File: src/verilog/clk_host_consts.svh
// Purpose: Named constants for the dual clock domain host controller.
// Assumes: Device registers are 16 bits wide and addressed by a 16-bit index.
// Notes:   Software register offsets are byte addresses on the AXI4-Lite slave.
`ifndef CLK_HOST_CONSTS_SVH
`define CLK_HOST_CONSTS_SVH

`define DEV_MAIN_CLK_ADDR   16'h0101
`define DEV_MAIN_RATE_ADDR  16'h0102
`define DEV_ASYNC_CLK_ADDR  16'h0112
`define DEV_ASYNC_RATE_ADDR 16'h0113

`define CK_FAMILY_BIT 15
`define CK_FREQ_LSB   8
`define CK_ENA_BIT    6
`define CK_SRC_LSB    0

`define MAIN_FREQ_MAX  3'h6
`define ASYNC_FREQ_MAX 3'h3

`define RATE_NONE      5'h00
`define RATE_48K_LO    5'h01
`define RATE_48K_HI    5'h05
`define RATE_44K_LO    5'h09
`define RATE_44K_HI    5'h0d
`define RATE_LOW_LO    5'h10
`define RATE_LOW_HI    5'h13

`define REG_MAIN_CFG    8'h00
`define REG_MAIN_RATES  8'h04
`define REG_ASYNC_CFG   8'h08
`define REG_ASYNC_RATES 8'h0c
`define REG_PATH        8'h10
`define REG_CMD         8'h14
`define REG_STATUS      8'h18

`define CMD_MAIN_ON   3'h1
`define CMD_MAIN_OFF  3'h2
`define CMD_ASYNC_ON  3'h3
`define CMD_ASYNC_OFF 3'h4
`define CMD_PATH_ON   3'h5

`define ST_STICKY_LSB 8
`define STICKY_W      6

`define MAIN_LAST_STEP  3'h4
`define ASYNC_LAST_STEP 3'h3
`define OFF_LAST_STEP   3'h1

`define AXI_OKAY   2'h0
`define AXI_SLVERR 2'h2

`endif

File: src/verilog/clk_host_pkg.sv
// Purpose: Types shared by the dual clock domain host controller.
// Assumes: Constants come from clk_host_consts.svh.
// Notes:   Holds enumerations only.
package clk_host_pkg;

  typedef enum logic [1:0] {
    ST_IDLE     = 2'b00,
    ST_ISSUE    = 2'b01,
    ST_WRITE    = 2'b10,
    ST_WAIT_OFF = 2'b11
  } seq_state_e;

  typedef enum logic [2:0] {
    SEQ_MAIN_ON   = 3'b001,
    SEQ_MAIN_OFF  = 3'b010,
    SEQ_ASYNC_ON  = 3'b011,
    SEQ_ASYNC_OFF = 3'b100,
    SEQ_PATH_ON   = 3'b101
  } seq_kind_e;

  typedef enum logic [1:0] {
    RC_NONE = 2'b00,
    RC_48K  = 2'b01,
    RC_44K  = 2'b10,
    RC_BAD  = 2'b11
  } rate_class_e;

endpackage

File: src/verilog/regbus_if.sv
// Purpose: Register access carrier between the AXI4-Lite slave and the register file.
// Assumes: One write pulse per accepted AXI write; reads are combinational.
// Notes:   Error flags mark unmapped offsets.
`timescale 1ns/1ps
`default_nettype none
interface regbus_if;
  logic        wr_en;
  logic [7:0]  wr_addr;
  logic [31:0] wr_data;
  logic [3:0]  wr_strb;
  logic        wr_err;
  logic [7:0]  rd_addr;
  logic [31:0] rd_data;
  logic        rd_err;

  modport slave (output wr_en, wr_addr, wr_data, wr_strb, rd_addr,
                 input  wr_err, rd_data, rd_err);
  modport regs  (input  wr_en, wr_addr, wr_data, wr_strb, rd_addr,
                 output wr_err, rd_data, rd_err);
endinterface
`default_nettype wire

File: src/verilog/axil_regs_slave.sv
// Purpose: AXI4-Lite slave front end for the controller registers.
// Assumes: One write and one read outstanding at most.
// Notes:   Write response one cycle after both address and data are held.
`include "clk_host_consts.svh"
`timescale 1ns/1ps
`default_nettype none
module axil_regs_slave (
  input  wire logic        aclk,
  input  wire logic        aresetn,
  input  wire logic [7:0]  awaddr,
  input  wire logic        awvalid,
  output var  logic        awready,
  input  wire logic [31:0] wdata,
  input  wire logic [3:0]  wstrb,
  input  wire logic        wvalid,
  output var  logic        wready,
  output var  logic [1:0]  bresp,
  output var  logic        bvalid,
  input  wire logic        bready,
  input  wire logic [7:0]  araddr,
  input  wire logic        arvalid,
  output var  logic        arready,
  output var  logic [31:0] rdata,
  output var  logic [1:0]  rresp,
  output var  logic        rvalid,
  input  wire logic        rready,
  regbus_if.slave          rb
);
  logic [7:0]  awaddr_r;
  logic [31:0] wdata_r;
  logic [3:0]  wstrb_r;
  logic        aw_have_r;
  logic        w_have_r;

  wire aw_hs      = awvalid & awready;
  wire w_hs       = wvalid & wready;
  wire ar_hs      = arvalid & arready;
  wire do_write   = aw_have_r & w_have_r & ~bvalid;
  wire aw_have_nx = (aw_have_r | aw_hs) & ~do_write;
  wire w_have_nx  = (w_have_r | w_hs) & ~do_write;
  wire bvalid_nx  = do_write | (bvalid & ~bready);
  wire rvalid_nx  = ar_hs | (rvalid & ~rready);

  assign rb.wr_en   = do_write;
  assign rb.wr_addr = awaddr_r;
  assign rb.wr_data = wdata_r;
  assign rb.wr_strb = wstrb_r;
  assign rb.rd_addr = araddr;

  always_ff @(posedge aclk) begin
    if (!aresetn) begin
      aw_have_r <= 1'b0;
      w_have_r  <= 1'b0;
      awready   <= 1'b0;
      wready    <= 1'b0;
      bvalid    <= 1'b0;
      bresp     <= `AXI_OKAY;
    end else begin
      aw_have_r <= aw_have_nx;
      w_have_r  <= w_have_nx;
      // Ready stays low while a beat is held or a response is pending.
      awready   <= ~aw_have_nx & ~bvalid_nx;
      wready    <= ~w_have_nx & ~bvalid_nx;
      bvalid    <= bvalid_nx;
      if (aw_hs) begin
        awaddr_r <= awaddr;
      end
      if (w_hs) begin
        wdata_r <= wdata;
        wstrb_r <= wstrb;
      end
      if (do_write) begin
        bresp <= rb.wr_err ? `AXI_SLVERR : `AXI_OKAY;
      end
    end
  end

  always_ff @(posedge aclk) begin
    if (!aresetn) begin
      arready <= 1'b0;
      rvalid  <= 1'b0;
      rdata   <= 32'h0;
      rresp   <= `AXI_OKAY;
    end else begin
      arready <= ~rvalid_nx;
      rvalid  <= rvalid_nx;
      if (ar_hs) begin
        rdata <= rb.rd_data;
        rresp <= rb.rd_err ? `AXI_SLVERR : `AXI_OKAY;
      end
    end
  end
endmodule
`default_nettype wire

File: src/verilog/clk_host_ctrl.sv
// Purpose: Host side controller that sequences the device's two clock domains.
// Assumes: Device register writes use a req/ack port; GPIO indications are synchronous.
// Notes:   Software orders sequences and polls status.
`include "clk_host_consts.svh"
`timescale 1ns/1ps
`default_nettype none
module clk_host_ctrl #(
  parameter logic [15:0] PATH_DEFAULT = 16'h0000
) (
  input  wire logic        aclk,
  input  wire logic        aresetn,
  input  wire logic [7:0]  s_axil_awaddr,
  input  wire logic        s_axil_awvalid,
  output var  logic        s_axil_awready,
  input  wire logic [31:0] s_axil_wdata,
  input  wire logic [3:0]  s_axil_wstrb,
  input  wire logic        s_axil_wvalid,
  output var  logic        s_axil_wready,
  output var  logic [1:0]  s_axil_bresp,
  output var  logic        s_axil_bvalid,
  input  wire logic        s_axil_bready,
  input  wire logic [7:0]  s_axil_araddr,
  input  wire logic        s_axil_arvalid,
  output var  logic        s_axil_arready,
  output var  logic [31:0] s_axil_rdata,
  output var  logic [1:0]  s_axil_rresp,
  output var  logic        s_axil_rvalid,
  input  wire logic        s_axil_rready,
  output var  logic        dev_wr_req,
  output var  logic [15:0] dev_addr,
  output var  logic [15:0] dev_wdata,
  input  wire logic        dev_wr_ack,
  input  wire logic        main_clock_off_status,
  input  wire logic        async_clock_off_status,
  input  wire logic        main_underclock,
  input  wire logic        async_underclock,
  input  wire logic        clock_error
);
  import clk_host_pkg::*;

  regbus_if rb ();

  axil_regs_slave u_slave (
    .aclk    (aclk),
    .aresetn (aresetn),
    .awaddr  (s_axil_awaddr),
    .awvalid (s_axil_awvalid),
    .awready (s_axil_awready),
    .wdata   (s_axil_wdata),
    .wstrb   (s_axil_wstrb),
    .wvalid  (s_axil_wvalid),
    .wready  (s_axil_wready),
    .bresp   (s_axil_bresp),
    .bvalid  (s_axil_bvalid),
    .bready  (s_axil_bready),
    .araddr  (s_axil_araddr),
    .arvalid (s_axil_arvalid),
    .arready (s_axil_arready),
    .rdata   (s_axil_rdata),
    .rresp   (s_axil_rresp),
    .rvalid  (s_axil_rvalid),
    .rready  (s_axil_rready),
    .rb      (rb)
  );

  function automatic rate_class_e rate_class(input logic [4:0] code);
    if (code == `RATE_NONE) begin
      rate_class = RC_NONE;
    end else if ((code >= `RATE_48K_LO && code <= `RATE_48K_HI) ||
                 (code >= `RATE_LOW_LO && code <= `RATE_LOW_HI)) begin
      rate_class = RC_48K;
    end else if (code >= `RATE_44K_LO && code <= `RATE_44K_HI) begin
      rate_class = RC_44K;
    end else begin
      rate_class = RC_BAD;
    end
  endfunction

  function automatic logic [31:0] merge(input logic [31:0] old_v,
                                        input logic [31:0] new_v,
                                        input logic [3:0]  strb);
    for (int i = 0; i < 4; i++) begin
      merge[i*8 +: 8] = strb[i] ? new_v[i*8 +: 8] : old_v[i*8 +: 8];
    end
  endfunction

  function automatic logic known(input logic [7:0] a);
    known = (a <= `REG_STATUS) && (a[1:0] == 2'b00);
  endfunction

  logic [31:0]      main_cfg_r;
  logic [31:0]      main_rates_r;
  logic [31:0]      async_cfg_r;
  logic [31:0]      async_rates_r;
  logic [31:0]      path_r;
  logic [`STICKY_W-1:0] sticky_r;
  seq_state_e       state_r;
  seq_kind_e        kind_r;
  logic [2:0]       step_r;
  logic             main_on_r;
  logic             async_on_r;

  // Register field views.
  wire [2:0]  main_freq   = main_cfg_r[2:0];
  wire        main_family = main_cfg_r[3];
  wire [3:0]  main_src    = main_cfg_r[7:4];
  wire [2:0]  async_freq  = async_cfg_r[2:0];
  wire [3:0]  async_src   = async_cfg_r[7:4];
  wire [4:0]  mrate0      = main_rates_r[4:0];
  wire [4:0]  mrate1      = main_rates_r[12:8];
  wire [4:0]  mrate2      = main_rates_r[20:16];
  wire [4:0]  arate0      = async_rates_r[4:0];
  wire [4:0]  arate1      = async_rates_r[12:8];
  wire [15:0] path_addr   = path_r[15:0];
  wire [15:0] path_on     = path_r[31:16];

  // every main rate must match the declared family.
  wire rate_class_e cm0 = rate_class(mrate0);
  wire rate_class_e cm1 = rate_class(mrate1);
  wire rate_class_e cm2 = rate_class(mrate2);
  wire rate_class_e want_m = main_family ? RC_44K : RC_48K;
  wire main_rates_ok = (cm0 == RC_NONE || cm0 == want_m) &&
                       (cm1 == RC_NONE || cm1 == want_m) &&
                       (cm2 == RC_NONE || cm2 == want_m);
  // code 7 reserved; software picks the highest.
  wire main_cfg_ok = main_rates_ok && (main_freq <= `MAIN_FREQ_MAX);

  // async rates one family; reserved codes rejected.
  wire rate_class_e ca0 = rate_class(arate0);
  wire rate_class_e ca1 = rate_class(arate1);
  wire async_mix = (ca0 == RC_48K && ca1 == RC_44K) || (ca0 == RC_44K && ca1 == RC_48K);
  // only codes 0 to 3 exist for the async domain.
  wire async_cfg_ok = !async_mix && ca0 != RC_BAD && ca1 != RC_BAD &&
                      (async_freq <= `ASYNC_FREQ_MAX);

  // Clock control words; the async word has no family bit.
  function automatic logic [15:0] clk_word(input logic [2:0] freq, input logic fam,
                                           input logic [3:0] src, input logic ena);
    clk_word = 16'h0000;
    clk_word[`CK_FAMILY_BIT] = fam;
    clk_word[`CK_FREQ_LSB +: 3] = freq;
    clk_word[`CK_ENA_BIT] = ena;
    clk_word[`CK_SRC_LSB +: 4] = src;
  endfunction

  // Write list of the running sequence.
  logic [15:0] step_addr;
  logic [15:0] step_data;
  logic        step_last;
  always_comb begin
    step_addr = path_addr;
    step_data = 16'h0000;
    step_last = 1'b1;
    unique case (kind_r)
      SEQ_MAIN_ON: begin
        step_last = (step_r == `MAIN_LAST_STEP);
        // enable raised only in the last write.
        if (step_r == 3'h0 || step_last) begin
          step_addr = `DEV_MAIN_CLK_ADDR;
          step_data = clk_word(main_freq, main_family, main_src, step_last);
        end else begin
          step_addr = `DEV_MAIN_RATE_ADDR + 16'(step_r - 3'h1);
          step_data = {11'h000, main_rates_r[8*(step_r-3'h1) +: 5]};
        end
      end
      SEQ_ASYNC_ON: begin
        step_last = (step_r == `ASYNC_LAST_STEP);
        if (step_r == 3'h0 || step_last) begin
          step_addr = `DEV_ASYNC_CLK_ADDR;
          step_data = clk_word(async_freq, 1'b0, async_src, step_last);
        end else begin
          step_addr = `DEV_ASYNC_RATE_ADDR + 16'(step_r - 3'h1);
          step_data = {11'h000, async_rates_r[8*(step_r-3'h1) +: 5]};
        end
      end
      SEQ_MAIN_OFF, SEQ_ASYNC_OFF: begin
        step_last = (step_r == `OFF_LAST_STEP);
        // path cleared before the enable drops.
        if (step_last) begin
          step_addr = (kind_r == SEQ_MAIN_OFF) ? `DEV_MAIN_CLK_ADDR : `DEV_ASYNC_CLK_ADDR;
          step_data = (kind_r == SEQ_MAIN_OFF) ?
                      clk_word(main_freq, main_family, main_src, 1'b0) :
                      clk_word(async_freq, 1'b0, async_src, 1'b0);
        end
      end
      SEQ_PATH_ON: begin
        // interface clocking goes through this write.
        step_data = path_on;
      end
      default: begin
        step_last = 1'b1;
      end
    endcase
  end

  // Register access decode.
  wire        wr_main   = rb.wr_en && rb.wr_addr == `REG_MAIN_CFG;
  wire        wr_mrates = rb.wr_en && rb.wr_addr == `REG_MAIN_RATES;
  wire        wr_async  = rb.wr_en && rb.wr_addr == `REG_ASYNC_CFG;
  wire        wr_arates = rb.wr_en && rb.wr_addr == `REG_ASYNC_RATES;
  wire        wr_path   = rb.wr_en && rb.wr_addr == `REG_PATH;
  wire        wr_status = rb.wr_en && rb.wr_addr == `REG_STATUS;
  wire        cmd_go    = rb.wr_en && rb.wr_addr == `REG_CMD && rb.wr_strb[0];
  wire [2:0]  cmd_code  = rb.wr_data[2:0];

  wire idle = (state_r == ST_IDLE);
  // paths need main running; async runs only on command.
  wire cmd_ok = idle && (
                (cmd_code == `CMD_MAIN_ON   && main_cfg_ok)  ||
                (cmd_code == `CMD_MAIN_OFF)                  ||
                (cmd_code == `CMD_ASYNC_ON  && async_cfg_ok) ||
                (cmd_code == `CMD_ASYNC_OFF)                 ||
                (cmd_code == `CMD_PATH_ON   && main_on_r));
  wire cmd_start = cmd_go && cmd_ok;

  logic [`STICKY_W-1:0] sticky_set;
  assign sticky_set = {clock_error, async_underclock, main_underclock,
                       state_r == ST_WAIT_OFF && kind_r == SEQ_ASYNC_OFF && async_clock_off_status,
                       state_r == ST_WAIT_OFF && kind_r == SEQ_MAIN_OFF && main_clock_off_status,
                       cmd_go && !cmd_ok};
  wire [`STICKY_W-1:0] sticky_clr = wr_status && rb.wr_strb[1] ?
                                    rb.wr_data[`ST_STICKY_LSB +: `STICKY_W] : '0;

  wire [31:0] status_word = {18'h00000, sticky_r, 3'h0, async_clock_off_status,
                             main_clock_off_status, async_on_r, main_on_r, !idle};
  wire        rd_known = known(rb.rd_addr);
  wire        wr_known = known(rb.wr_addr);
  assign rb.rd_err  = !rd_known;
  assign rb.wr_err  = !wr_known;
  assign rb.rd_data = (rb.rd_addr == `REG_MAIN_CFG)    ? {24'h0, main_cfg_r[7:0]} :
                      (rb.rd_addr == `REG_MAIN_RATES)  ? (main_rates_r & 32'h001f_1f1f) :
                      (rb.rd_addr == `REG_ASYNC_CFG)   ? {24'h0, async_cfg_r[7:0]} :
                      (rb.rd_addr == `REG_ASYNC_RATES) ? (async_rates_r & 32'h0000_1f1f) :
                      (rb.rd_addr == `REG_PATH)        ? path_r :
                      (rb.rd_addr == `REG_STATUS)      ? status_word : 32'h0;

  always_ff @(posedge aclk) begin
    if (!aresetn) begin
      main_cfg_r    <= 32'h0;
      main_rates_r  <= 32'h0;
      async_cfg_r   <= 32'h0;
      async_rates_r <= 32'h0;
      path_r        <= {16'h0, PATH_DEFAULT};
    end else begin
      if (wr_main)   main_cfg_r    <= merge(main_cfg_r, rb.wr_data, rb.wr_strb);
      if (wr_mrates) main_rates_r  <= merge(main_rates_r, rb.wr_data, rb.wr_strb);
      if (wr_async)  async_cfg_r   <= merge(async_cfg_r, rb.wr_data, rb.wr_strb);
      if (wr_arates) async_rates_r <= merge(async_rates_r, rb.wr_data, rb.wr_strb);
      if (wr_path)   path_r        <= merge(path_r, rb.wr_data, rb.wr_strb);
    end
  end

  // A new event wins over a clear in the same cycle.
  always_ff @(posedge aclk) begin
    if (!aresetn) begin
      sticky_r <= '0;
    end else begin
      sticky_r <= (sticky_r & ~sticky_clr) | sticky_set;
    end
  end

  always_ff @(posedge aclk) begin
    if (!aresetn) begin
      state_r    <= ST_IDLE;
      kind_r     <= SEQ_MAIN_ON;
      step_r     <= 3'h0;
      dev_wr_req <= 1'b0;
      dev_addr   <= 16'h0000;
      dev_wdata  <= 16'h0000;
      main_on_r  <= 1'b0;
      async_on_r <= 1'b0;
    end else begin
      unique case (state_r)
        ST_IDLE: begin
          if (cmd_start) begin
            kind_r  <= seq_kind_e'(cmd_code);
            step_r  <= 3'h0;
            state_r <= ST_ISSUE;
          end
        end
        ST_ISSUE: begin
          dev_wr_req <= 1'b1;
          dev_addr   <= step_addr;
          dev_wdata  <= step_data;
          state_r    <= ST_WRITE;
        end
        ST_WRITE: begin
          if (dev_wr_ack) begin
            dev_wr_req <= 1'b0;
            step_r     <= step_r + 3'h1;
            state_r    <= ST_ISSUE;
            if (step_last) begin
              state_r <= ST_IDLE;
              if (kind_r == SEQ_MAIN_ON)  main_on_r  <= 1'b1;
              if (kind_r == SEQ_ASYNC_ON) async_on_r <= 1'b1;
              // no writes until shutdown is seen.
              if (kind_r == SEQ_MAIN_OFF || kind_r == SEQ_ASYNC_OFF) begin
                state_r <= ST_WAIT_OFF;
              end
            end
          end
        end
        ST_WAIT_OFF: begin
          // wait for the main shutdown indication.
          if (kind_r == SEQ_MAIN_OFF && main_clock_off_status) begin
            main_on_r <= 1'b0;
            state_r   <= ST_IDLE;
          end
          // same wait for the async domain.
          if (kind_r == SEQ_ASYNC_OFF && async_clock_off_status) begin
            async_on_r <= 1'b0;
            state_r    <= ST_IDLE;
          end
        end
      endcase
    end
  end

endmodule
`default_nettype wire

File: config.mk
export PLATFORM = sky130hd
export DESIGN_NAME = clk_host_ctrl
export DESIGN_NICKNAME = d
export VERILOG_FILES = /design/src/verilog/clk_host_pkg.sv /design/src/verilog/regbus_if.sv /design/src/verilog/axil_regs_slave.sv /design/src/verilog/clk_host_ctrl.sv
export VERILOG_INCLUDE_DIRS = /design/src /design/src/verilog
export SDC_FILE = /design/constraint.sdc
export NUM_CORES = 1
export LEC_CHECK = 0
export ABC_AREA = 0
export BUFFER_PORTS_ARGS = -buffer_cell sky130_fd_sc_hd__buf_2
export CORE_UTILIZATION = 58
export DETAILED_ROUTE_END_ITERATION = 6
export PLACE_DENSITY_LB_ADDON = 0.15
export SYNTH_ARGS = -nofsm -noshare
export SYNTH_HDL_FRONTEND = slang
export SYNTH_HIERARCHICAL = 1
export SYNTH_SLANG_ARGS = --single-unit
File: constraint.sdc
create_clock -name aclk -period 3.32 [get_ports aclk]
set_input_delay 0.498 -clock aclk [delete_from_list [all_inputs] [get_ports aclk]]
set_output_delay 0.498 -clock aclk [all_outputs]
set_load 0.05 [all_outputs]
==> flow_summary.ini <==
[synthesis]
synth_area_um2 = 10000
synth_fa_ha_area_frac = 0.0112
synth_top_family_by_area = simple AND/OR/NAND/NOR gates
synthMuxAreaShare = 0.0312
synth_sequential_area_ratio = 0.487
async_flop_share = 0
ys_seq_elements = 222
ys_warn_count = 6
synth_cell_types = 72
synthSimpleGateAreaFrac = 0.215
synth-compound-area-share = 0.199
synthXorXnorAreaFrac = 0.00437
ys.flop_type = dfxtp_1
avgSynthCellArea_um2 = 8.73
synth_edf_count = 44
synth_cells = 1149

[setup_path]
path_max_fanout = 8
cp-endpoint = main_cfg_r[6]
r2r-end = main_cfg_r[6]
worstSetupPathType = reg -> reg
crit_path_start = u_slave/rb.wr_addr[1]
cp.required_ps = 3700
critPathBufInv = 0
arrival_ps = 3090
reg2reg_slack_ps = 620
worst-path-stages = 6
critPathTopFamily = simple AND/OR/NAND/NOR gates
rr_worst_depth = 6
cp_slowest_stage_delay_ps = 550
r2r-start = u_slave/rb.wr_addr[1]
cp-start-kind = flip-flop
crit_chain = or4_4 -> or4b_4 -> or2_1 -> or3_1 -> mux2i_1 -> nor2_1
slowest_stage = or4_4
endpoint_kind = flip-flop

[clock_tree]
htreeDepth = 1
cts_tree = done
cts_num_sinks = 222
cts_made_buffers = 23
cts.path.max_buffers = 3
clk_pin_slew_worst_paths_ps = 70
ctsResizeCount = 0
post_cts_buffers = 0
hold_buffers = 0
cts-root-buf = clkbuf_16
clk_latency_ps = 510

[sta]
finalCriticalPeriod_ps = 2700
finalCritPeriodShare = 0.814
fmax_mhz = 370
hold_viol = 0
grt_setup_unrepaired = false
final.setup.tns_ps = 0
setup_viol = 0
max_slew_margin = 0.337
slew_violations = 0
tightestPinTransition_ps = 991
skew_ps = 11.3

[worst_hold_path]
hp-class = in -> reg

[global_routing]
grt_pass1_vias = 8133
grt_usage = 0.313
grt-ovfl-total = 0
antenna_found_initial = 0
grt_max_degree = 49
grt_pass1_wl_mm = 43.7

[floorplan]
core_um2 = 16800
rows = 47
initial_core_util = 0.598
die_y_um = 133
dieArea_um2 = 17800
io_pins = 139
die_w_um = 133

[pwr]
p_seq_frac = 0.510
comb_power_share = 0.035
peakVddDrop_mv = 0.414
total_power_mw = 5.50
p_clk_frac = 0.456
p_leak_nw = 4.15
switchingPower_mw = 1.21
switching_share = 0.220
powerDensity_nw_per_um2 = 480
power.internal_mw = 4.29

[place]
port_buffers = 136
place_hpwl_mm = 20.1
place_congestion = 0.984

[route]
drt-total-wl_mm = 28.2
vias_per_cell = 6.00
drc = 0
wire_per_inst_um = 19.0
drt-initial-drc-count = 1046
vias = 8882
first_pass_iters = 6
drtAntennaViolNets = 0

[layout]
seqCellArea_um2 = 4880
n_antenna_cell = 0
syn_to_final_growth_pct = 14.2
multi_input_area_um2 = 4640
nets = 1317
layout-drive-gt1-share = 0.186
nFillCells = 1383

[outcome]
outcome = completed

[flow_run]
maxCapViolCount = 0
cell type report:
type	instances	area share
clock inverter	9	0.00655
clock buffer	33	0.0571
inverter	25	0.00830
tap	220	0.0240
sequential	222	0.426
multi-input combinational	815	0.405
timing repair buffer	156	0.0725
registers in the layout, summed over array words and instances, names as in the netlist, 6 cells and up:
register and cells:
async_cfg_r 8, u_slave/rb.wr_addr 8, dev_wdata 16, main_cfg_r 8, dev_addr 16, async_rates_r 20, u_slave/rdata 32, u_slave/rb.wr_data 32
path_r 32, sticky_r 6, main_rates_r 20
stage by stage:
step	hold slack, ps	setup WS [ps]	std cells	cell area [um2]	util
final	154	617	1480	11500	0.683
after global routing	139	518	1480	11500	0.683
after CTS	147	613	1480	11500	0.683
after detailed placement	443	633	1438	10700	0.640
after global placement	437	712	1438	10700	0.640
after floorplan	421	694	1150	10000	-
routing by layer:
metal / routed length, um / track usage
met1: 12200 / 0.437
met2: 12700 / 0.489
met3: 2200 / 0.0491
met4: 1110 / 0.123
met5: 0 / 0
how the worst min path moves through the flow:
stage          cells after the start        startpoint  slack [ps]               endpoint
2_1_floorplan                      1  u_slave/w_have_r         420         u_slave/wready
3_3_place_gp                       2       dev_addr[9]         440            dev_addr[9]
3_5_place_dp                       2     dev_wdata[12]         440          dev_wdata[12]
4_1_cts                            1   s_axil_wdata[3]         150  u_slave/rb.wr_data[3]
5_1_grt                            1   s_axil_wdata[3]         140  u_slave/rb.wr_data[3]
6_report                           1   s_axil_wdata[3]         150  u_slave/rb.wr_data[3]
layout by cell type, fill, tap and decap left out, types with 6 or more instances in the layout:
cell type,n
a21boi_2,30
nand2_1,226
a22o_1,9
clkbuf_16,24
and2_1,14
clkinv_2,6
edfxtp_1,44
a211oi_1,12
a31oi_1,9
a21boi_0,10
dfxtp_1,178
o31ai_1,10
inv_1,22
buf_2,136
a21oi_1,124
nand3_1,97
ha_1,9
mux2i_1,29
o21ai_0,35
nor2b_1,9
a22oi_1,6
a222oi_1,8
nor3_1,9
buf_4,20
clkbuf_1,7
nand2b_1,15
nor2_1,65
and3_1,6
cells in the mapped netlist, types with 3 or more instances:
library cell	n	share of area
a211oi_1	12	0.0090
a21boi_0	10	0.0075
a21boi_2	30	0.034
a21oi_1	124	0.062
a221o_1	5	0.0050
a222oi_1	8	0.0080
a22o_1	9	0.0079
a22oi_1	6	0.0045
a2bb2oi_1	3	0.0026
a31oi_1	9	0.0056
and2_1	14	0.0087
and3_1	7	0.0044
buf_2	6	0.0030
buf_4	11	0.0082
buf_8	3	0.0045
clkbuf_1	66	0.025
dfxtp_1	178	0.36
edfxtp_1	44	0.13
ha_1	9	0.011
inv_1	23	0.0086
mux2i_1	29	0.029
nand2_1	226	0.085
nand2b_1	15	0.0094
nand3_1	97	0.048
nand3b_1	4	0.0030
nand4_1	4	0.0025
nand4b_1	3	0.0026
nor2_1	65	0.024
nor2b_1	9	0.0056
nor3_1	10	0.0050
nor3b_1	3	0.0022
o21ai_0	35	0.017
o221ai_1	5	0.0044
o22a_1	4	0.0035
o22ai_1	3	0.0019
o31ai_1	10	0.0075
xnor2_1	5	0.0044
logic make-up (layout without fill, tap and decap cells):
group                      Yosys count  in the layout
DFF                                222            222
adders and majority gates            9              9
xor gates and xnor gates             5              5
other                                1              2
buffers and inverters              113            223
AOI/OAI and AO/OA                  295            295
and+or+nand+nor                    474            474
muxes                               30             30
power by group through the flow:
stage               logic (mW)  clock network [mW]  registers [mW]
finish                   0.190                2.50            2.80
global route             0.205                2.63            2.80
CTS                      0.189                2.52            2.80
detailed placement       0.188                   0            2.86
global placement         0.187                   0            2.86
floorplan                0.119                   0            2.87
(Power assumes the default switching activity.)
